### src/pkg/mdc_params.svh
`ifndef MDC_PARAMS_SVH
`define MDC_PARAMS_SVH
// Overview of operation
// - bit 10 enables over-temperature sensing, resets zero
// - bit 9 suppresses supply undervoltage fault, reporting
// - bit 8 suppresses gate driver faults, reporting
// - bit 7 clamps amplifier outputs near 3.3 V
// - watchdog runs on bit 3; timeout bits 6:5
// - bit 4 disables shunt overcurrent protection, reporting
// - writing sleep bit one sleeps; zero wakes
// - writing fault clear one clears latched faults
// - bit 0 picks pump undervoltage 4.9/4.6 V
// - per-channel offset calibration bits, reset to one
// - amplifier blanking code selects 0/500ns/2.5us/10us
// - per-channel gain codes give 10/20/40/80 V/V
// - regulator power-down delay after sleep, bits 4:3
// - regulator undervoltage point 10/20/30/30 percent
// - mode 000 latches driver shutdown; level 0x19
// - mode 001 reports overcurrent, drivers keep running
// - mode 010 no overcurrent sensing or reporting
// - entering sleep restores every register default
// - trip above level handled per monitor mode

// register access port geometry
`define MDC_ADDR_W      4
`define MDC_DATA_W      11
// register offsets
`define MDC_OFF_DEVOP   4'h9
`define MDC_OFF_AMP     4'ha
`define MDC_OFF_REG     4'hb
`define MDC_OFF_OCM     4'hc
// reset values
`define MDC_RST_DEVOP   11'h020
`define MDC_RST_AMP     11'h700
`define MDC_RST_REG     11'h10a
`define MDC_RST_OCM     11'h0c8
// device operation fields
`define MDC_B_OTS       10
`define MDC_B_SUPUV     9
`define MDC_B_GATE      8
`define MDC_B_CLAMP     7
`define MDC_F_WD_HI     6
`define MDC_F_WD_LO     5
`define MDC_B_SHUNT     4
`define MDC_B_WDON      3
`define MDC_B_SLEEP     2
`define MDC_B_FCLR      1
`define MDC_B_PUMP      0
// self-acting bits never stored in the word
`define MDC_DEVOP_ACT   11'h006
// amplifier fields
`define MDC_B_CAL3      10
`define MDC_B_CAL2      9
`define MDC_B_CAL1      8
`define MDC_F_BLK_HI    7
`define MDC_F_BLK_LO    6
`define MDC_F_G3_HI     5
`define MDC_F_G3_LO     4
`define MDC_F_G2_HI     3
`define MDC_F_G2_LO     2
`define MDC_F_G1_HI     1
`define MDC_F_G1_LO     0
// regulator fields
`define MDC_F_SCL_HI    9
`define MDC_F_SCL_LO    8
`define MDC_F_SD_HI     4
`define MDC_F_SD_LO     3
`define MDC_B_PGOOD     2
`define MDC_F_UV_HI     1
`define MDC_F_UV_LO     0
`define MDC_UV_MAX      2'h2
// overcurrent monitor fields
`define MDC_F_LVL_HI    7
`define MDC_F_LVL_LO    3
`define MDC_F_MODE_HI   2
`define MDC_F_MODE_LO   0
`define MDC_DS_LATCH    3'h0
`define MDC_DS_REPORT   3'h1
`define MDC_DS_OFF      3'h2
// timing
`define MDC_CLK_HZ      10000000
`define MDC_WD_T0_MS    10
`define MDC_WD_T1_MS    20
`define MDC_WD_T2_MS    50
`define MDC_WD_T3_MS    100
`define MDC_SD_T0_US    0
`define MDC_SD_T1_US    10
`define MDC_SD_T2_US    50
`define MDC_SD_T3_MS    1
`define MDC_TMR_W       20
`endif

### src/pkg/mdc_pkg.sv
package mdc_pkg;
  typedef logic [10:0] mdc_word_t;
  typedef logic [3:0]  mdc_addr_t;

  // decoded analog and protection controls
  typedef struct packed {
    logic       overtempSenseEnable;
    logic       ampClampEnable;
    logic       pumpUndervoltLevel;
    logic [2:0] ampOffsetCal;
    logic [1:0] ampBlankSel;
    logic [1:0] ampGainCh3;
    logic [1:0] ampGainCh2;
    logic [1:0] ampGainCh1;
    logic [1:0] refScaleSel;
    logic       regulatorGoodDisable;
    logic [1:0] regulatorUndervoltPoint;
    logic [4:0] drainSourceTripLevel;
    logic [2:0] drainSourceProtectMode;
  } mdc_ctrl_s;

  // fault sources, raw in and latched out
  typedef struct packed {
    logic overtemp;
    logic supplyUndervolt;
    logic gateFault;
    logic shuntOvercurrent;
    logic drainSourceOvercurrent;
  } mdc_fault_s;

  typedef enum logic [1:0] {
    SLP_AWAKE,
    SLP_WAIT,
    SLP_OFF
  } mdc_sleep_e;
endpackage

### src/logic/mdc_delay_timer.sv
`timescale 1ns/1ps
// one-shot down counter, restarted by start, halted by stop
module mdc_delay_timer #(
  parameter int W = 20
) (
  input  wire logic         clock,
  input  wire logic         sys_rst,
  input  wire logic         start,
  input  wire logic         stop,
  input  wire logic [W-1:0] loadValue,
  output logic              running,
  output logic              expired
);
  logic [W-1:0] count_q;   // cycles left
  logic         run_q;     // counting
  wire          atZero = (count_q == '0);
  wire          hit    = run_q & atZero & ~start & ~stop;

  // start wins over expiry so a restart is never lost
  always_ff @(posedge clock) begin
    if (sys_rst) begin
      count_q <= '0;
      run_q   <= 1'b0;
    end else if (stop) begin
      run_q   <= 1'b0;
    end else if (start) begin
      count_q <= loadValue;
      run_q   <= 1'b1;
    end else if (run_q) begin
      if (atZero)
        run_q <= 1'b0;
      else
        count_q <= count_q - {{(W-1){1'b0}}, 1'b1};
    end
  end

  assign running = run_q;
  assign expired = hit;
endmodule

### src/logic/mdc_config_regs.sv
`timescale 1ns/1ps
`include "mdc_params.svh"
// configuration register bank of a three-phase gate driver
module mdc_config_regs #(
  parameter int WD_CYC0 = `MDC_WD_T0_MS * (`MDC_CLK_HZ / 1000),
  parameter int WD_CYC1 = `MDC_WD_T1_MS * (`MDC_CLK_HZ / 1000),
  parameter int WD_CYC2 = `MDC_WD_T2_MS * (`MDC_CLK_HZ / 1000),
  parameter int WD_CYC3 = `MDC_WD_T3_MS * (`MDC_CLK_HZ / 1000),
  parameter int SD_CYC3 = `MDC_SD_T3_MS * (`MDC_CLK_HZ / 1000)
) (
  input  wire logic               clock,
  input  wire logic               sys_rst,
  input  wire logic               regWrite,
  input  wire logic               regRead,
  input  wire mdc_pkg::mdc_addr_t regAddr,
  input  wire mdc_pkg::mdc_word_t regWdata,
  output mdc_pkg::mdc_word_t      regRdata,
  output logic                    regHit,
  input  wire mdc_pkg::mdc_fault_s faultRaw,
  output mdc_pkg::mdc_fault_s     faultLatched,
  output mdc_pkg::mdc_ctrl_s      ctrl,
  output logic                    driverShutdown,
  output logic                    watchdogFault,
  output logic                    faultClear,
  output logic                    deviceAsleep,
  output logic                    regulatorOff
);
  import mdc_pkg::*;

  // short sleep delays stay fixed, long one is a parameter
  localparam int SD_CYC0 = `MDC_SD_T0_US * (`MDC_CLK_HZ / 1000000);
  localparam int SD_CYC1 = `MDC_SD_T1_US * (`MDC_CLK_HZ / 1000000);
  localparam int SD_CYC2 = `MDC_SD_T2_US * (`MDC_CLK_HZ / 1000000);
  localparam int TW      = `MDC_TMR_W;

  // pick one of four cycle counts by a two-bit code
  function automatic logic [TW-1:0] selCount(
    input logic [1:0] code,
    input int c0,
    input int c1,
    input int c2,
    input int c3
  );
    logic [TW-1:0] r;
    r = TW'(c0);
    unique case (code)
      2'h0: r = TW'(c0);
      2'h1: r = TW'(c1);
      2'h2: r = TW'(c2);
      2'h3: r = TW'(c3);
    endcase
    return r;
  endfunction

  // register storage
  mdc_word_t  devOp_q, devOp_d;     // device operation
  mdc_word_t  amp_q,   amp_d;       // current amplifier control
  mdc_word_t  reg_q,   reg_d;       // regulator control
  mdc_word_t  ocm_q,   ocm_d;       // overcurrent monitor control
  mdc_word_t  rdata_q, rdata_d;     // read return word
  mdc_sleep_e slp_q,   slp_d;       // sleep sequencer
  mdc_fault_s flt_q,   flt_d;       // latched reported faults
  logic       shut_q,  shut_d;      // latched driver shutdown
  logic       wdf_q,   wdf_d;       // watchdog expiry flag

  // address decode
  wire selDevOp = (regAddr == `MDC_OFF_DEVOP);
  wire selAmp   = (regAddr == `MDC_OFF_AMP);
  wire selReg   = (regAddr == `MDC_OFF_REG);
  wire selOcm   = (regAddr == `MDC_OFF_OCM);
  wire mapped   = selDevOp | selAmp | selReg | selOcm;
  wire isAwake  = (slp_q == SLP_AWAKE);

  // write strobes; while asleep only the wake write acts
  wire wrDevOp  = regWrite & selDevOp;
  wire wrAwake  = regWrite & isAwake;
  wire sleepReq = wrDevOp & isAwake & regWdata[`MDC_B_SLEEP];
  wire wakeReq  = wrDevOp & ~isAwake & ~regWdata[`MDC_B_SLEEP];
  wire clrReq   = wrDevOp & isAwake & regWdata[`MDC_B_FCLR];

  // sleep entry restores defaults before any further write
  wire loadDflt = sleepReq;

  // next register values
  assign devOp_d = loadDflt ? `MDC_RST_DEVOP :
                   (wrAwake & selDevOp) ? (regWdata & ~`MDC_DEVOP_ACT) :
                   devOp_q;
  assign amp_d   = loadDflt ? `MDC_RST_AMP :
                   (wrAwake & selAmp) ? regWdata : amp_q;
  assign reg_d   = loadDflt ? `MDC_RST_REG :
                   (wrAwake & selReg) ? regWdata : reg_q;
  assign ocm_d   = loadDflt ? `MDC_RST_OCM :
                   (wrAwake & selOcm) ? regWdata : ocm_q;

  // read word; sleep state shows in its bit, clear bit reads zero
  wire mdc_word_t devOpRd = devOp_q |
    (isAwake ? 11'h000 : (11'h001 << `MDC_B_SLEEP));
  assign rdata_d = ~regRead ? rdata_q :
                   selDevOp ? devOpRd :
                   selAmp   ? amp_q :
                   selReg   ? reg_q :
                   selOcm   ? ocm_q : 11'h000;

  // register bank and read holding register
  always_ff @(posedge clock) begin
    if (sys_rst) begin
      devOp_q <= `MDC_RST_DEVOP;
      amp_q   <= `MDC_RST_AMP;
      reg_q   <= `MDC_RST_REG;
      ocm_q   <= `MDC_RST_OCM;
      rdata_q <= 11'h000;
    end else begin
      devOp_q <= devOp_d;
      amp_q   <= amp_d;
      reg_q   <= reg_d;
      ocm_q   <= ocm_d;
      rdata_q <= rdata_d;
    end
  end

  // decoded controls, straight from the flops
  wire [1:0] uvCode = reg_q[`MDC_F_UV_HI:`MDC_F_UV_LO];
  // code 11 means the same as 10, so the analog side sees one code
  wire [1:0] uvNorm = (uvCode > `MDC_UV_MAX) ? `MDC_UV_MAX : uvCode;
  assign ctrl.overtempSenseEnable  = devOp_q[`MDC_B_OTS];
  assign ctrl.ampClampEnable       = devOp_q[`MDC_B_CLAMP];
  assign ctrl.pumpUndervoltLevel   = devOp_q[`MDC_B_PUMP];
  assign ctrl.ampOffsetCal         = {amp_q[`MDC_B_CAL3],
                                      amp_q[`MDC_B_CAL2],
                                      amp_q[`MDC_B_CAL1]};
  assign ctrl.ampBlankSel  = amp_q[`MDC_F_BLK_HI:`MDC_F_BLK_LO];
  assign ctrl.ampGainCh3   = amp_q[`MDC_F_G3_HI:`MDC_F_G3_LO];
  assign ctrl.ampGainCh2   = amp_q[`MDC_F_G2_HI:`MDC_F_G2_LO];
  assign ctrl.ampGainCh1   = amp_q[`MDC_F_G1_HI:`MDC_F_G1_LO];
  assign ctrl.refScaleSel  = reg_q[`MDC_F_SCL_HI:`MDC_F_SCL_LO];
  assign ctrl.regulatorGoodDisable    = reg_q[`MDC_B_PGOOD];
  assign ctrl.regulatorUndervoltPoint = uvNorm;
  assign ctrl.drainSourceTripLevel =
    ocm_q[`MDC_F_LVL_HI:`MDC_F_LVL_LO];
  assign ctrl.drainSourceProtectMode =
    ocm_q[`MDC_F_MODE_HI:`MDC_F_MODE_LO];

  // protection gating; reserved mode codes behave as disabled
  wire [2:0] dsMode    = ctrl.drainSourceProtectMode;
  wire       dsLatch   = (dsMode == `MDC_DS_LATCH);
  wire       dsReport  = dsLatch | (dsMode == `MDC_DS_REPORT);
  // mode 010 and reserved codes leave dsReport low
  wire mdc_fault_s gated;
  assign gated.overtemp         = faultRaw.overtemp &
                                  devOp_q[`MDC_B_OTS];
  assign gated.supplyUndervolt  = faultRaw.supplyUndervolt &
                                  ~devOp_q[`MDC_B_SUPUV];
  assign gated.gateFault        = faultRaw.gateFault &
                                  ~devOp_q[`MDC_B_GATE];
  assign gated.shuntOvercurrent = faultRaw.shuntOvercurrent &
                                  ~devOp_q[`MDC_B_SHUNT];
  assign gated.drainSourceOvercurrent =
    faultRaw.drainSourceOvercurrent & dsReport;

  // latched faults: a new event in the clear cycle still sets
  assign flt_d  = gated | (clrReq ? '0 : flt_q);
  assign shut_d = (faultRaw.drainSourceOvercurrent & dsLatch) |
                  (shut_q & ~clrReq);

  // watchdog: any register access restarts it
  logic wdRunning;
  logic wdExpired;
  wire  wdOn    = devOp_q[`MDC_B_WDON] & isAwake;
  wire  hostHit = (regWrite | regRead) & mapped;
  wire  wdStart = wdOn & (hostHit | ~wdRunning);
  wire [TW-1:0] wdLoad = selCount(
    devOp_q[`MDC_F_WD_HI:`MDC_F_WD_LO],
    WD_CYC0, WD_CYC1, WD_CYC2, WD_CYC3);
  assign wdf_d = wdExpired | (wdf_q & ~clrReq);

  mdc_delay_timer #(
    .W         (TW)
  ) u_wd_timer (
    .clock     (clock),
    .sys_rst   (sys_rst),
    .start     (wdStart),
    .stop      (~wdOn),
    .loadValue (wdLoad),
    .running   (wdRunning),
    .expired   (wdExpired)
  );

  // regulator power-down delay, taken from the value before defaults
  logic sdExpired;
  wire [TW-1:0] sdLoad = selCount(
    reg_q[`MDC_F_SD_HI:`MDC_F_SD_LO],
    SD_CYC0, SD_CYC1, SD_CYC2, SD_CYC3);

  mdc_delay_timer #(
    .W         (TW)
  ) u_sleep_timer (
    .clock     (clock),
    .sys_rst   (sys_rst),
    .start     (sleepReq),
    .stop      (wakeReq),
    .loadValue (sdLoad),
    .running   (),
    .expired   (sdExpired)
  );

  // sleep sequencer
  always_comb begin
    slp_d = slp_q;
    unique case (slp_q)
      SLP_AWAKE: if (sleepReq) slp_d = SLP_WAIT;
      SLP_WAIT: begin
        if (wakeReq)
          slp_d = SLP_AWAKE;
        else if (sdExpired)
          slp_d = SLP_OFF;
      end
      SLP_OFF: if (wakeReq) slp_d = SLP_AWAKE;
      default: slp_d = SLP_AWAKE;
    endcase
  end

  // state and flags
  always_ff @(posedge clock) begin
    if (sys_rst) begin
      slp_q  <= SLP_AWAKE;
      flt_q  <= '0;
      shut_q <= 1'b0;
      wdf_q  <= 1'b0;
    end else begin
      slp_q  <= slp_d;
      flt_q  <= flt_d;
      shut_q <= shut_d;
      wdf_q  <= wdf_d;
    end
  end

  // outputs
  assign regRdata       = rdata_q;
  assign regHit         = mapped;
  assign faultLatched   = flt_q;
  assign driverShutdown = shut_q;
  assign watchdogFault  = wdf_q;
  assign faultClear     = clrReq;
  assign deviceAsleep   = ~isAwake;
  assign regulatorOff   = (slp_q == SLP_OFF);

  // checks
  property p_ots_gate;
    @(posedge clock) disable iff (sys_rst)
      (faultRaw.overtemp & ~devOp_q[`MDC_B_OTS] & ~flt_q.overtemp)
      |=> ~flt_q.overtemp;
  endproperty
  a_ots_gate: assert property (p_ots_gate)
    else $error("overtemp latched while sensing off");

  property p_uv_suppress;
    @(posedge clock) disable iff (sys_rst)
      (faultRaw.supplyUndervolt & ~devOp_q[`MDC_B_SUPUV])
      |=> flt_q.supplyUndervolt;
  endproperty
  a_uv_suppress: assert property (p_uv_suppress)
    else $error("supply undervolt not latched");

  property p_gate_suppress;
    @(posedge clock) disable iff (sys_rst)
      (devOp_q[`MDC_B_GATE] & ~flt_q.gateFault & ~sleepReq)
      |=> ~flt_q.gateFault;
  endproperty
  a_gate_suppress: assert property (p_gate_suppress)
    else $error("gate fault reported while disabled");

  property p_wd_off;
    @(posedge clock) disable iff (sys_rst)
      ~devOp_q[`MDC_B_WDON] |=> ~wdRunning;
  endproperty
  a_wd_off: assert property (p_wd_off)
    else $error("watchdog runs while disabled");

  property p_clear;
    @(posedge clock) disable iff (sys_rst)
      (clrReq & ~faultRaw.gateFault) |=> ~flt_q.gateFault;
  endproperty
  a_clear: assert property (p_clear)
    else $error("fault clear did not clear");

  property p_sleep_dflt;
    @(posedge clock) disable iff (sys_rst)
      sleepReq |=> (amp_q == `MDC_RST_AMP) && (ocm_q == `MDC_RST_OCM)
                   && deviceAsleep;
  endproperty
  a_sleep_dflt: assert property (p_sleep_dflt)
    else $error("defaults not restored on sleep");

  property p_sd_zero;
    @(posedge clock) disable iff (sys_rst)
      (sleepReq & (reg_q[`MDC_F_SD_HI:`MDC_F_SD_LO] == 2'h0))
      |-> ##2 (regulatorOff | isAwake);
  endproperty
  a_sd_zero: assert property (p_sd_zero)
    else $error("zero delay power-down late");

  property p_sd_ten;
    @(posedge clock) disable iff (sys_rst)
      (sleepReq & (reg_q[`MDC_F_SD_HI:`MDC_F_SD_LO] == 2'h1))
      |=> ~regulatorOff [*8];
  endproperty
  a_sd_ten: assert property (p_sd_ten)
    else $error("regulator off too early");

  property p_ds_latch;
    @(posedge clock) disable iff (sys_rst)
      (faultRaw.drainSourceOvercurrent & dsLatch)
      |=> driverShutdown & flt_q.drainSourceOvercurrent;
  endproperty
  a_ds_latch: assert property (p_ds_latch)
    else $error("overcurrent did not latch shutdown");

  property p_ds_report;
    @(posedge clock) disable iff (sys_rst)
      (dsMode == `MDC_DS_REPORT && !driverShutdown && !sleepReq)
      |=> !driverShutdown;
  endproperty
  a_ds_report: assert property (p_ds_report)
    else $error("report mode shut the drivers");

  property p_ds_off;
    @(posedge clock) disable iff (sys_rst)
      (dsMode == `MDC_DS_OFF && !flt_q.drainSourceOvercurrent)
      |=> !flt_q.drainSourceOvercurrent;
  endproperty
  a_ds_off: assert property (p_ds_off)
    else $error("overcurrent reported while off");
endmodule

### config.mk
export PLATFORM = sky130hd
export DESIGN_NAME = mdc_config_regs
export DESIGN_NICKNAME = d
export VERILOG_FILES = /design/src/pkg/mdc_pkg.sv /design/src/logic/mdc_delay_timer.sv /design/src/logic/mdc_config_regs.sv
export VERILOG_INCLUDE_DIRS = /design/src /design/src/pkg
export SDC_FILE = /design/constraint.sdc
export NUM_CORES = 1
export LEC_CHECK = 0
export BUFFER_PORTS_ARGS = -buffer_cell sky130_fd_sc_hd__buf_2
export CORE_ASPECT_RATIO = 1.25
export CORE_UTILIZATION = 30
export CTS_CLUSTER_SIZE = 30
export DETAILED_ROUTE_END_ITERATION = 7
export GPL_TIMING_DRIVEN = 1
export PLACE_DENSITY = 0.49
export SYNTH_ARGS = -nofsm -noshare
export SYNTH_HDL_FRONTEND = slang
export SYNTH_SLANG_ARGS = --single-unit
### constraint.sdc
create_clock -name clock -period 4.7 [get_ports clock]
set_input_delay 0.47 -clock clock [delete_from_list [all_inputs] [get_ports clock]]
set_output_delay 0.47 -clock clock [all_outputs]
set_load 0.01 [all_outputs]
Word-level counts from Yosys, hierarchy flattened
Cells that the tools add are included.

Register bits after elaboration: 104. Latch bits: 0. Bits in writable memories: 0. Bits in read-only memories: 0. Bits of input ports: 24. Output and inout port bits: 49. Word-level logic and storage cells: 127. Memories kept: 0.

Add/subtract/negate cells: 2. $mul: 0. Divide/modulo/power cells: 0. $lt $le $gt $ge: 1. Eq/ne operators: 18. Shifts and indexed selects: 0. Mux-type cells: 26. Bitwise gates (word level): 49. Reduce and logical (&&, ||, !) cells: 14.

Operators by type and width (number): 20-bit one-hot mux with 4 select lines (2); 20-bit two-way mux (6); 11-bit two-way mux (4); 20-bit logical NOT (2); 20-bit by 1-bit subtractor with 20-bit output (second input constant) (2); 1-bit bitwise AND (28); 4-bit equality test (second input constant) (4); 1-bit inverter (11); 11-bit by 3-bit OR with 11-bit output (1); 2-bit equality test (second input constant) (5); 2-bit two-way mux (5); 3-bit AND reduction (3); 1-bit OR (8); 2-bit by 1-bit equality test with 1-bit output (second input constant) (3); 2-bit logical NOT (3); 1-bit two-way mux (6); 2-bit by 1-bit != test with 1-bit output (second input constant) (3); 2-bit one-hot mux with 3 select lines (1); 2-bit OR reduction (3); 5-bit two-way mux (1); 5-bit OR (1); 2-bit nonzero test (2); 3-bit by 1-bit equality test with 1-bit output (second input constant) (1); 3-bit logical NOT (1); 4 further kinds (4).

Depth between registers and ports, before layout
Gate-level depths: netlist of run 1.

Depth after elaboration: 11. Mapped depth: 9. Mapped depth without buffers: 7.

Cells and area by module
From an unflattened synthesis of run 1, not the netlist that was laid out.

Cell total of the unflattened synthesis: 710. Area total of the unflattened synthesis: 5800.6 µm².

Modules (own cells, without submodules): mdc_config_regs (instances 1, cells each 334, area each 2982.9 µm²); mdc_delay_timer (u_wd_timer) (instances 1, cells each 189, area each 1427.6 µm²); mdc_delay_timer (u_sleep_timer) (instances 1, cells each 187, area each 1390.1 µm²).

Worst setup path after synthesis of run 1
OpenSTA, ideal clock, no wires.

Path kind: reg-to-reg. Start: register u_sleep_timer.count_q[4]. End: register u_sleep_timer.count_q[17]. Setup time: 67 ps. Arrival time: 2213 ps. Setup slack: 2420 ps. Cell stages (with the launch flop): 7. Period minus slack after synthesis: 2280 ps. Cells stage by stage: dfxtp_1 -> or4_1 -> buf_2 -> or2_4 -> or4_4 -> or3_1 -> a21oi_2.

Word-level cells in the longest chain between the ends: 4. Elaborated cells between the ends (all ways): 7.

Ends and longest elaborated chain: start: declaration (line mdc_delay_timer.sv:14) `logic [W-1:0] count_q;`; start signal: assignment (line mdc_delay_timer.sv:27) `count_q <= loadValue;`; start signal: assignment (line mdc_delay_timer.sv:33) `count_q <= count_q - {{(W-1){1'b0}}, 1'b1};`; 20-bit by 1-bit subtractor with 20-bit output (line mdc_delay_timer.sv:33); 20-bit two-way mux (line mdc_delay_timer.sv:30) `if (atZero)`; 20-bit two-way mux (line mdc_delay_timer.sv:29) `end else if (run_q) begin`; 20-bit two-way mux (line mdc_delay_timer.sv:26) `end else if (start) begin`.

Parallel ways exist; a longest one is shown, timed or not. The select of a mux whose other input is x is not followed. A chain may end at the register's enable or synchronous reset.

Worst setup path after layout of run 1
Start: register u_sleep_timer.count_q[0]. End: register u_sleep_timer.count_q[15].

The elaborated chain is that of the path after synthesis.

==> summary.txt, run 1 <==
Setup path
  • Cells on worst reg2reg path: 7
  • FF-to-FF End: u_sleep_timer.count_q[15]
  • Worst-path maximum fanout: 8
  • FF-to-FF Start: u_sleep_timer.count_q[0]
  • Kind of critical path: reg2reg
  • Crit path required time: 4970 ps
  • Worst Setup Start Kind: flip-flop
  • Data arrival, critical path: 3250 ps
  • Worst setup EP type: flip-flop
  • Reg2reg setup slack: 1730 ps

Placed design
  • DP Wirelength: 9.913 mm
  • Buffers on Ports: 72
  • Routability cong.: 0.7868

Cells and area
  • Layout net count: 668
  • Filler cell count: 1690
  • FF/Latch Area: 2082 µm²
  • P&R area growth vs syn: 15.26%
  • Layout Utilization: 35.47%
  • Multi-input gate area: 2635 µm²
  • Total inserted antenna cells: 0
  • Layout cells sized above 1: 16.28%

Worst hold path
  • Worst hold start: regWdata[7]
  • Worst hold path stage count: 3
  • Hold endpoint: ocm_q[7]
  • Hold Crit Class: in2reg

Pwr
  • Comb pwr share: 7.9%
  • P_sw: 495.0 µW
  • Internal power: 1.327 mW
  • Static Leak: 2.271 nW
  • Maximum vdd drop: 0.1864 mV
  • Switching share of power: 27.16%
  • PwrDens: 317.1 nW/µm²
  • Clk pwr share: 42.2%
  • Reg power frac: 49.9%

Clock tree
  • Total CTS buffers: 9
  • Post-CTS setup buffer count: 0
  • Clock Latency Late Sink: 360 ps
  • Total clock sinks: 104
  • CTS tree: yes
  • Post_cts resized: 0
  • Hold Buf Count CTS: 0
  • Clock Tree Buf Depth: 2
  • Root Driver: clkbuf_16
  • H-tree depth: 3
  • Clock-pin transition on the worst setup and hold timing paths: 90 ps

Synth
  • Post-synth EDFFs: 0
  • Top-count cell post-synth: dfxtp_1
  • Post-synth net total: 628
  • Cells after Synth: 594
  • Yosys top cell area share: 41.76%
  • Most area-consuming cells after synthesis: dfxtp_1 42%, mux2i_1 6.4%, nor2_1 5.9%
  • Register area share after synthesis: 41.76%
  • Synth async-reset ratio: 0%
  • Synth Register Bits: 104
  • Dominant cell type by area after synthesis: dfxtp_1
  • Mapped Avg Cell Area: 8.394 µm²
  • Synth cell types: 53
  • Main synth FF type: dfxtp_1
  • Mapped Area: 4986 µm²
  • Yosys warning count: 0
  • Most frequent cells after synthesis: 104 x dfxtp_1, 79 x nor2_1, 70 x nand2_1

Floorplan
  • FP Rows: 52
  • Die Wd: 117.3 µm
  • Die Area: 17140 µm²
  • I/O pin total: 73
  • Die Y: 146.1 µm
  • Starting density of the core: 30.78%
  • Core area: 16200 µm²

Detailed routing
  • Avg WL per Cell: 15.79 µm
  • Vias per inst: 5.137
  • Final WL: 13.50 mm
  • Drt pass-1 iters: 5
  • Vias: 4392
  • Drt drc: 0
  • Antenna Nets Post-Route: 0
  • Initial DRC Count: 312

Outcome
  • Run status: completed

STA
  • Max Fclk: 0.3362 GHz
  • RSZ-0062 raised after global routing: no
  • Setup Skew: 14.79 ps
  • Slew Limit Headroom: 21.09%
  • Final setup violation count: 0
  • Worst slew pin tran: 1177 ps
  • Setup TNS: 0 ps
  • Tcrit/Tclk final: 63.28%
  • Crit path time final: 2974 ps
  • Number of hold violations in the final report: 0
  • Final Max Tran Viols: 0

GRT
  • First-pass GRT wire length: 21.89 mm
  • GR Util All Layers: 16.04%
  • Largest net degree at the start of global routing: 38
  • Initial antenna violation count: 0
  • Vias in the first global route: 4107
  • Gr ovfl total: 0

Flow run
  • Maximum Capacitance Violations: 0
==> layout by cell type, fill, tap and decap left out, types with 3 or more instances in the layout <==
cell type  instances
buf_4              5
ha_1              10
nor4b_1            5
nor2_1            79
nand3_1           11
a221oi_1           9
xor2_1             4
a31oi_1            5
nand2b_1           4
a21oi_1           44
and3_1             3
or3_1             10
o21ai_0            8
clkinv_8           3
a311oi_1           3
inv_6              3
mux2i_1           32
nand4_1            5
clkbuf_16          9
buf_2             72
a211oi_1          23
nor2b_1            5
xnor2_1           16
nand3b_1           3
o31ai_1            7
or4_1              5
a21o_1             4
nand2_1           70
nor4_1            13
o41ai_1            3
o211ai_1           4
nor3_1            14
dfxtp_1          104
inv_1             14
==> worst max-delay path by stage <==
stage                                         from                         to  cells after the start
after floorplan           u_sleep_timer.count_q[4]  u_sleep_timer.count_q[17]                      6
after global placement                  regAddr[0]                   reg_q[2]                      7
after detailed placement                regAddr[0]                   amp_q[1]                      7
after CTS                 u_sleep_timer.count_q[0]  u_sleep_timer.count_q[15]                      7
after global routing      u_sleep_timer.count_q[0]  u_sleep_timer.count_q[15]                      7
final                     u_sleep_timer.count_q[0]  u_sleep_timer.count_q[15]                      7
==> logic make-up after synthesis <==
group / Yosys count / synth area share (%)
AND/OR/NAND/NOR: 248 / 24.52
adder cells (fa/ha/maj): 10 / 2.509
flip-flops: 104 / 41.76
AO/OA/AOI/OAI: 118 / 15.53
multiplexers: 32 / 6.424
buffers and inverters: 62 / 5.746
XOR/XNOR: 20 / 3.513
==> metrics by stage <==
step           instance area [µm²]  power [mW]  cells  hold slack (ps)  setup WS, ps
6_report                      5747       1.822    855            376.5          1726
5_1_grt                       5747       1.907    855            387.5          1439
4_1_cts                       5747       1.844    855            373.0          1759
3_5_place_dp                  5438       1.074    839            450.9          1616
3_3_place_gp                  5438       1.073    839            442.7          1696
2_1_floorplan                 4986       1.021    594            436.1          2420
==> worst max-delay path, cell delays in order, from the launching register on <==
cell	delay, ps
dfxtp_1	340
inv_1	110
ha_1	140
or4b_1	460
nor4bb_1	970
a21oi_1	420
a31o_2	340
a21oi_1	110
==> per-layer routing <==
metal	global-route usage (%)	wire [µm]	up-vias
li1	-	-	2196
met1	21.72	6495	2103
met2	26.12	6416	86
met3	2.813	466	7
met4	4.351	119	0
met5	0	0	-
==> flip-flops by register name (all words and copies together), names as in the netlist <==
signal	flops
slp_q	2
amp_q	11
ocm_q	11
u_sleep_timer.running	1
watchdogFault	1
devOp_q	9
driverShutdown	1
u_wd_timer.count_q	20
u_sleep_timer.count_q	20
regRdata	11
faultLatched	5
u_wd_timer.running	1
reg_q	11
==> final cells by class <==
class,instances,area share (%)
Sequential cell,104,36.23
Tap cell,216,4.703
Clock inverter,7,1.459
Timing Repair Buffer,77,6.924
Clock buffer,9,3.919
Multi-Input combinational cell,428,45.85
Inverter,14,0.9144
==> power groups by stage <==
stage	registers (mW)	logic [mW]	clock network [mW]
2_1_floorplan	0.932	0.0892	0
3_3_place_gp	0.931	0.142	0
3_5_place_dp	0.931	0.143	0
4_1_cts	0.910	0.144	0.790
5_1_grt	0.912	0.159	0.835
6_report	0.910	0.143	0.769
No activity file was read; power rests on OpenSTA's default activity.
==> inputs of run 2 (changes only) <==
--- a/config.mk
+++ b/config.mk
@@ -12,7 +12,7 @@
 export CTS_CLUSTER_SIZE = 30
 export DETAILED_ROUTE_END_ITERATION = 7
 export GPL_TIMING_DRIVEN = 1
-export PLACE_DENSITY = 0.49
+export PLACE_DENSITY = 0.51
 export SYNTH_ARGS = -nofsm -noshare
 export SYNTH_HDL_FRONTEND = slang
 export SYNTH_SLANG_ARGS = --single-unit
==> constraint.sdc (replaced) <==
create_clock -name clock -period 2.56 [get_ports clock]
set_input_delay 0.256 -clock clock [delete_from_list [all_inputs] [get_ports clock]]
set_output_delay 0.256 -clock clock [all_outputs]
set_load 0.01 [all_outputs]
==> summary.txt, run 2 (same netlist as run 1, synthesis figures left out) <==
Cells and area
  • P&R area growth vs syn: 18.02% (was 15.26%)
  • Most frequent cells in the layout: 104 x dfxtp_1, 79 x nor2_1, 72 x buf_2 (unchanged)
  • Filler cell count: 1692 (was 1690)
  • Layout cells sized above 1: 18.45% (was 16.28%)
  • Commonest non-fill, non-tap cell in the layout: dfxtp_1 (unchanged)
  • Biggest regs: u_sleep_timer.count_q x20, u_wd_timer.count_q x20 (unchanged)
  • Total inserted antenna cells: 0 (unchanged)
  • Layout net count: 685 (was 668)

Floorplan
  • Starting density of the core: 30.78% (unchanged)
  • Die Y: 146.1 µm (unchanged)
  • FP Rows: 52 (unchanged)
  • Core area: 16200 µm² (unchanged)
  • I/O pin total: 73 (unchanged)
  • Die Wd: 117.3 µm (unchanged)
  • Die Area: 17140 µm² (unchanged)

Placed design
  • Pre-CTS setup slack: 148.8 ps (was 1616 ps)
  • Routability cong.: 0.8031 (was 0.7868)
  • DP Wirelength: 10.02 mm (was 9.913 mm)
  • Buffers on Ports: 72 (unchanged)

Setup path
  • Cell family with most CP delay: simple AND/OR/NAND/NOR gates (unchanged)
  • Worst setup EP type: flip-flop (unchanged)
  • Critical path capture point: u_sleep_timer.count_q[17] (was u_sleep_timer.count_q[15])
  • FF-to-FF End: u_sleep_timer.count_q[17] (was u_sleep_timer.count_q[15])
  • Worst Setup Start Kind: flip-flop (unchanged)
  • Reg2reg setup slack: 120 ps (was 1730 ps)
  • CP startpoint: u_sleep_timer.count_q[4] (was u_sleep_timer.count_q[0])
  • Crit path cell chain: or4_1 -> or2_4 -> or4_4 -> or3_1 -> a21oi_2 (was inv_1 -> ha_1 -> or4b_1 -> nor4bb_1 -> a21oi_1 -> a31o_2 -> a21oi_1)
  • CP bufs+invs: 0 (was 1)
  • Critical-path top delay cell: or4_1 (was nor4bb_1)
  • Worst path depth: 5 (was 7)
  • Cells on worst reg2reg path: 5 (was 7)
  • Kind of critical path: reg2reg (unchanged)
  • Worst-path maximum fanout: 8 (unchanged)
  • FF-to-FF Start: u_sleep_timer.count_q[4] (was u_sleep_timer.count_q[0])
  • Crit path required time: 2850 ps (was 4970 ps)
  • Data arrival, critical path: 2730 ps (was 3250 ps)
  • Crit-path max cell delay: 690 ps (was 970 ps)

STA
  • Crit path time final: 2436 ps (was 2974 ps)
  • Max Fclk: 0.4106 GHz (was 0.3362 GHz)
  • Tcrit/Tclk final: 95.15% (was 63.28%)
  • Setup Skew: 9.777 ps (was 14.79 ps)
  • Slew Limit Headroom: 56.28% (was 21.09%)
  • Worst slew pin tran: 646.6 ps (was 1177 ps)
  • Number of hold violations in the final report: 0 (unchanged)
  • Setup TNS: 0 ps (unchanged)
  • RSZ-0062 raised after global routing: no (unchanged)
  • Worst setup margin: 124.3 ps (was 1726 ps)
  • Final setup violation count: 0 (unchanged)
  • Final Max Tran Viols: 0 (unchanged)

GRT
  • Vias in the first global route: 4185 (was 4107)
  • GR Util All Layers: 16.22% (was 16.04%)
  • Initial antenna violation count: 0 (unchanged)
  • Largest net degree at the start of global routing: 37 (was 38)
  • Gr ovfl total: 0 (unchanged)
  • First-pass GRT wire length: 22.24 mm (was 21.89 mm)

Pwr
  • Comb pwr share: 8.3% (was 7.9%)
  • PwrDens: 571.0 nW/µm² (was 317.1 nW/µm²)
  • Switching share of power: 27.10% (was 27.16%)
  • P_sw: 910.5 µW (was 495.0 µW)
  • Reg power frac: 49.7% (was 49.9%)
  • Clk pwr share: 42.0% (was 42.2%)
  • Static Leak: 2.353 nW (was 2.271 nW)
  • Maximum vdd drop: 0.3584 mV (was 0.1864 mV)
  • Internal power: 2.450 mW (was 1.327 mW)

Clock tree
  • Hold Buf Count CTS: 0 (unchanged)
  • Post-CTS setup buffer count: 0 (unchanged)
  • Post_cts resized: 0 (unchanged)
  • Total CTS buffers: 9 (unchanged)
  • Clock-pin transition on the worst setup and hold timing paths: 80 ps (was 90 ps)
  • H-tree depth: 3 (unchanged)
  • Root Driver: clkbuf_16 (unchanged)
  • CTS tree: yes (unchanged)
  • Clock Tree Buf Depth: 2 (unchanged)
  • Total clock sinks: 104 (unchanged)
  • Clock Latency Late Sink: 360 ps (about the same)

Detailed routing
  • Drt pass-1 iters: 4 (was 5)
  • Vias: 4417 (was 4392)
  • Avg WL per Cell: 15.40 µm (was 15.79 µm)
  • Vias per inst: 5.065 (was 5.137)
  • Drt drc: 0 (unchanged)
  • Final WL: 13.43 mm (was 13.50 mm)
  • Initial DRC Count: 213 (was 312)
  • Antenna Nets Post-Route: 0 (unchanged)

Worst hold path
  • Hold Crit Class: in2reg (unchanged)

Outcome
  • Run status: completed (unchanged)

Flow run
  • Maximum Capacitance Violations: 0 (unchanged)
run 2: cell count changes in the layout (fill, tap and decap cells not counted), sizes merged:
cell | before | now
clkinv | 4 | 3
inv | 17 | 18
buf | 77 | 94
run 2: tightest hold or removal path, stage by stage:
cell and delay (ps):
buf_2 70, a22oi_1 70, nor2_1 80
run 2: worst min-delay path by stage:
| stage | from | end | slack [ps] | cells past startpoint |
|---|---|---|---|---|
| after floorplan | regWdata[3] | ocm_q[3] | 380 | 2 |
| after global placement | ocm_q[10] | ocm_q[10] | 440 | 2 |
| after detailed placement | ocm_q[10] | ocm_q[10] | 450 | 2 |
| after CTS | faultRaw[4] | faultLatched[4] | 150 | 3 |
| after global routing | faultRaw[4] | faultLatched[4] | 160 | 3 |
| final | faultRaw[4] | faultLatched[4] | 160 | 3 |
run 2: cell type report:
type	instances	area, µm²	area share, %
clock buffer	9	225.2	3.827
clock inverter	7	81.33	1.382
inverter	14	52.55	0.8930
multi-input combinational	428	2635	44.78
sequential	104	2082	35.38
tap	216	270.3	4.593
timing repair buffer	94	538.0	9.143
run 2: power by group through the flow:
stage,Combinational [mW],Sequential [mW],Clock [mW]
after floorplan,0.164,1.71,0
after detailed placement,0.279,1.71,0
after CTS,0.279,1.67,1.46
final,0.277,1.67,1.41
after global routing,0.307,1.68,1.52
after global placement,0.277,1.71,0
run 2: stage by stage:
step	cell area, µm²	total power [mW]	std cells	utilization [%]	hold WS, ps
final	5884	3.360	872	36.32	155.3
after global placement	5578	1.984	856	34.43	444.7
after CTS	5884	3.405	872	36.32	152.1
after floorplan	4986	1.874	594	-	380.2
after detailed placement	5578	1.987	856	34.43	446.7
after global routing	5884	3.498	872	36.32	163.9
run 2: layer usage:
layer / vias up / part of all wire [%] / GRT usage (%)
met2: 94 / 48 / 26.15
met3: 11 / 3.3 / 2.070
met1: 2087 / 47 / 21.73
met4: 0 / 1.6 / 6.818
li1: 2225 / - / -
met5: - / 0 / 0
==> inputs of run 3 (changes only) <==
--- a/config.mk
+++ b/config.mk
@@ -8,11 +8,11 @@
 export LEC_CHECK = 0
 export BUFFER_PORTS_ARGS = -buffer_cell sky130_fd_sc_hd__buf_2
 export CORE_ASPECT_RATIO = 1.25
-export CORE_UTILIZATION = 30
+export CORE_UTILIZATION = 52
 export CTS_CLUSTER_SIZE = 30
 export DETAILED_ROUTE_END_ITERATION = 7
 export GPL_TIMING_DRIVEN = 1
-export PLACE_DENSITY = 0.51
+export PLACE_DENSITY = 0.79
 export SYNTH_ARGS = -nofsm -noshare
 export SYNTH_HDL_FRONTEND = slang
 export SYNTH_SLANG_ARGS = --single-unit
==> summary.txt, run 3 (same netlist as run 1, synthesis figures left out) <==
Floorplan
  • Starting density of the core: 54.06% (was 30.78%)
  • Die Y: 111.5 µm (was 146.1 µm)
  • Die Area: 9987 µm² (was 17140 µm²)
  • FP Rows: 39 (was 52)
  • Die Wd: 89.59 µm (was 117.3 µm)
  • Core area: 9223 µm² (was 16200 µm²)
  • I/O pin total: 73 (unchanged)

Clock tree
  • Clock-pin transition on the worst setup and hold timing paths: 70 ps (was 80 ps)
  • Hold Buf Count CTS: 0 (unchanged)
  • Post-CTS setup buffer count: 0 (unchanged)
  • CTS tree: yes (unchanged)
  • Post_cts resized: 0 (unchanged)
  • Total clock sinks: 104 (unchanged)
  • Total CTS buffers: 9 (unchanged)
  • Clock Latency Late Sink: 350 ps (was 360 ps)
  • Root Driver: clkbuf_16 (unchanged)
  • Clock Tree Buf Depth: 2 (unchanged)
  • H-tree depth: 3 (unchanged)

Setup path
  • Worst Setup Start Kind: flip-flop (unchanged)
  • Data arrival, critical path: 2680 ps (was 2730 ps)
  • Cells on worst reg2reg path: 5 (unchanged)
  • Kind of critical path: reg2reg (unchanged)
  • Worst-path maximum fanout: 8 (unchanged)
  • Crit path required time: 2850 ps (about the same)
  • Worst setup EP type: flip-flop (unchanged)

STA
  • Worst hold slack: 165.5 ps (was 155.3 ps)
  • Final setup violation count: 0 (unchanged)
  • Tcrit/Tclk final: 93.63% (was 95.15%)
  • RSZ-0062 raised after global routing: no (unchanged)
  • Max Fclk: 0.4172 GHz (was 0.4106 GHz)
  • Crit path time final: 2397 ps (was 2436 ps)
  • Final Max Tran Viols: 0 (unchanged)
  • Setup TNS: 0 ps (unchanged)
  • Slew Limit Headroom: 35.83% (was 56.28%)
  • Worst setup margin: 163.0 ps (was 124.3 ps)
  • Setup Skew: 8.455 ps (was 9.777 ps)
  • Number of hold violations in the final report: 0 (unchanged)
  • Worst slew pin tran: 959.0 ps (was 646.6 ps)

Worst hold path
  • Hold Crit Class: in2reg (unchanged)
  • Worst hold path stage count: 3 (unchanged)

Detailed routing
  • Drt pass-1 iters: 5 (was 4)
  • Antenna Nets Post-Route: 0 (unchanged)
  • Vias per inst: 5.847 (was 5.065)
  • Avg WL per Cell: 16.16 µm (was 15.40 µm)
  • Drt drc: 0 (unchanged)
  • Vias: 4543 (was 4417)
  • Final WL: 12.56 mm (was 13.43 mm)
  • Initial DRC Count: 213 (unchanged)

Cells and area
  • Biggest regs: u_sleep_timer.count_q x20, u_wd_timer.count_q x20 (unchanged)
  • Commonest non-fill, non-tap cell in the layout: dfxtp_1 (unchanged)
  • Total inserted antenna cells: 0 (unchanged)
  • Most frequent cells in the layout: 104 x dfxtp_1, 79 x nor2_1, 72 x buf_2 (unchanged)
  • P&R area growth vs syn: 14.71% (was 18.02%)
  • Layout net count: 683 (was 685)
  • Layout cells sized above 1: 18.04% (was 18.45%)

Placed design
  • Routability cong.: 0.9067 (was 0.8031)
  • DP Wirelength: 9.044 mm (was 10.02 mm)
  • Buffers on Ports: 72 (unchanged)
  • Pre-CTS setup slack: 176.6 ps (was 148.8 ps)

Pwr
  • Static Leak: 2.330 nW (was 2.353 nW)
  • Maximum vdd drop: 0.4987 mV (was 0.3584 mV)
  • PwrDens: 574.3 nW/µm² (was 571.0 nW/µm²)

GRT
  • Initial antenna violation count: 0 (unchanged)
  • Vias in the first global route: 4176 (was 4185)
  • GR Util All Layers: 25.94% (was 16.22%)
  • First-pass GRT wire length: 20.06 mm (was 22.24 mm)
  • Gr ovfl total: 0 (unchanged)
  • Largest net degree at the start of global routing: 31 (was 37)

Outcome
  • Run status: completed (unchanged)

Flow run
  • Maximum Capacitance Violations: 0 (unchanged)
run 3: changes by cell type in the layout (fill, tap and decap cells not counted), sizes merged:
| cell | change |
|---|---|
| buf | -2 |
| clkinv | +1 |
| clkinvlp | +1 |
| inv | -2 |
run 3: per-layer routing:
| metal | wire, µm | vias up | global-route usage (%) |
|---|---|---|---|
| met5 | 0 | - | 0 |
| met4 | 289 | 0 | 10.48 |
| met3 | 681 | 23 | 4.003 |
| met2 | 6072 | 157 | 41.77 |
| met1 | 5514 | 2149 | 34.22 |
| li1 | - | 2214 | - |
run 3: cell type report:
cell class	instances	area, µm²
inverter	14	52.55
sequential	104	2082
fill	801	3503
tap	123	153.9
clock buffer	9	225.2
timing repair buffer	92	510.5
multi-input combinational	428	2629
clock inverter	7	66.31
run 3: final timing paths:
path | endpoint | slack, ps | startpoint
max | u_sleep_timer.count_q[17] | 160 | u_sleep_timer.count_q[4]
min | faultLatched[4] | 170 | faultRaw[4]
max reg2reg | u_sleep_timer.count_q[17] | 160 | u_sleep_timer.count_q[4]
min reg2reg | ocm_q[9] | 460 | ocm_q[9]
run 3: worst max-delay path, cell delays in order (launching register included):
cell	delay, ps
dfxtp_1	360
or4_1	660
or2_4	320
or4_4	530
or3_1	330
a21oi_2	130
run 3: report_power, final:
part | switching, mW | internal (mW) | leakage, nW
Combinational | 0.173 | 0.0984 | 1.35
Sequential | 0.0237 | 1.65 | 0.843
Clock | 0.662 | 0.680 | 0.141
run 3: through the flow:
stage               total power [mW]  util [%]  cells  cell area (µm²)
floorplan                      1.874         -    594             4986
global placement               1.965     58.85    761             5428
detailed placement             1.974     58.85    761             5428
CTS                            3.292     62.01    777             5719
finish                         3.284     62.01    777             5719
global route                   3.390     62.01    777             5719
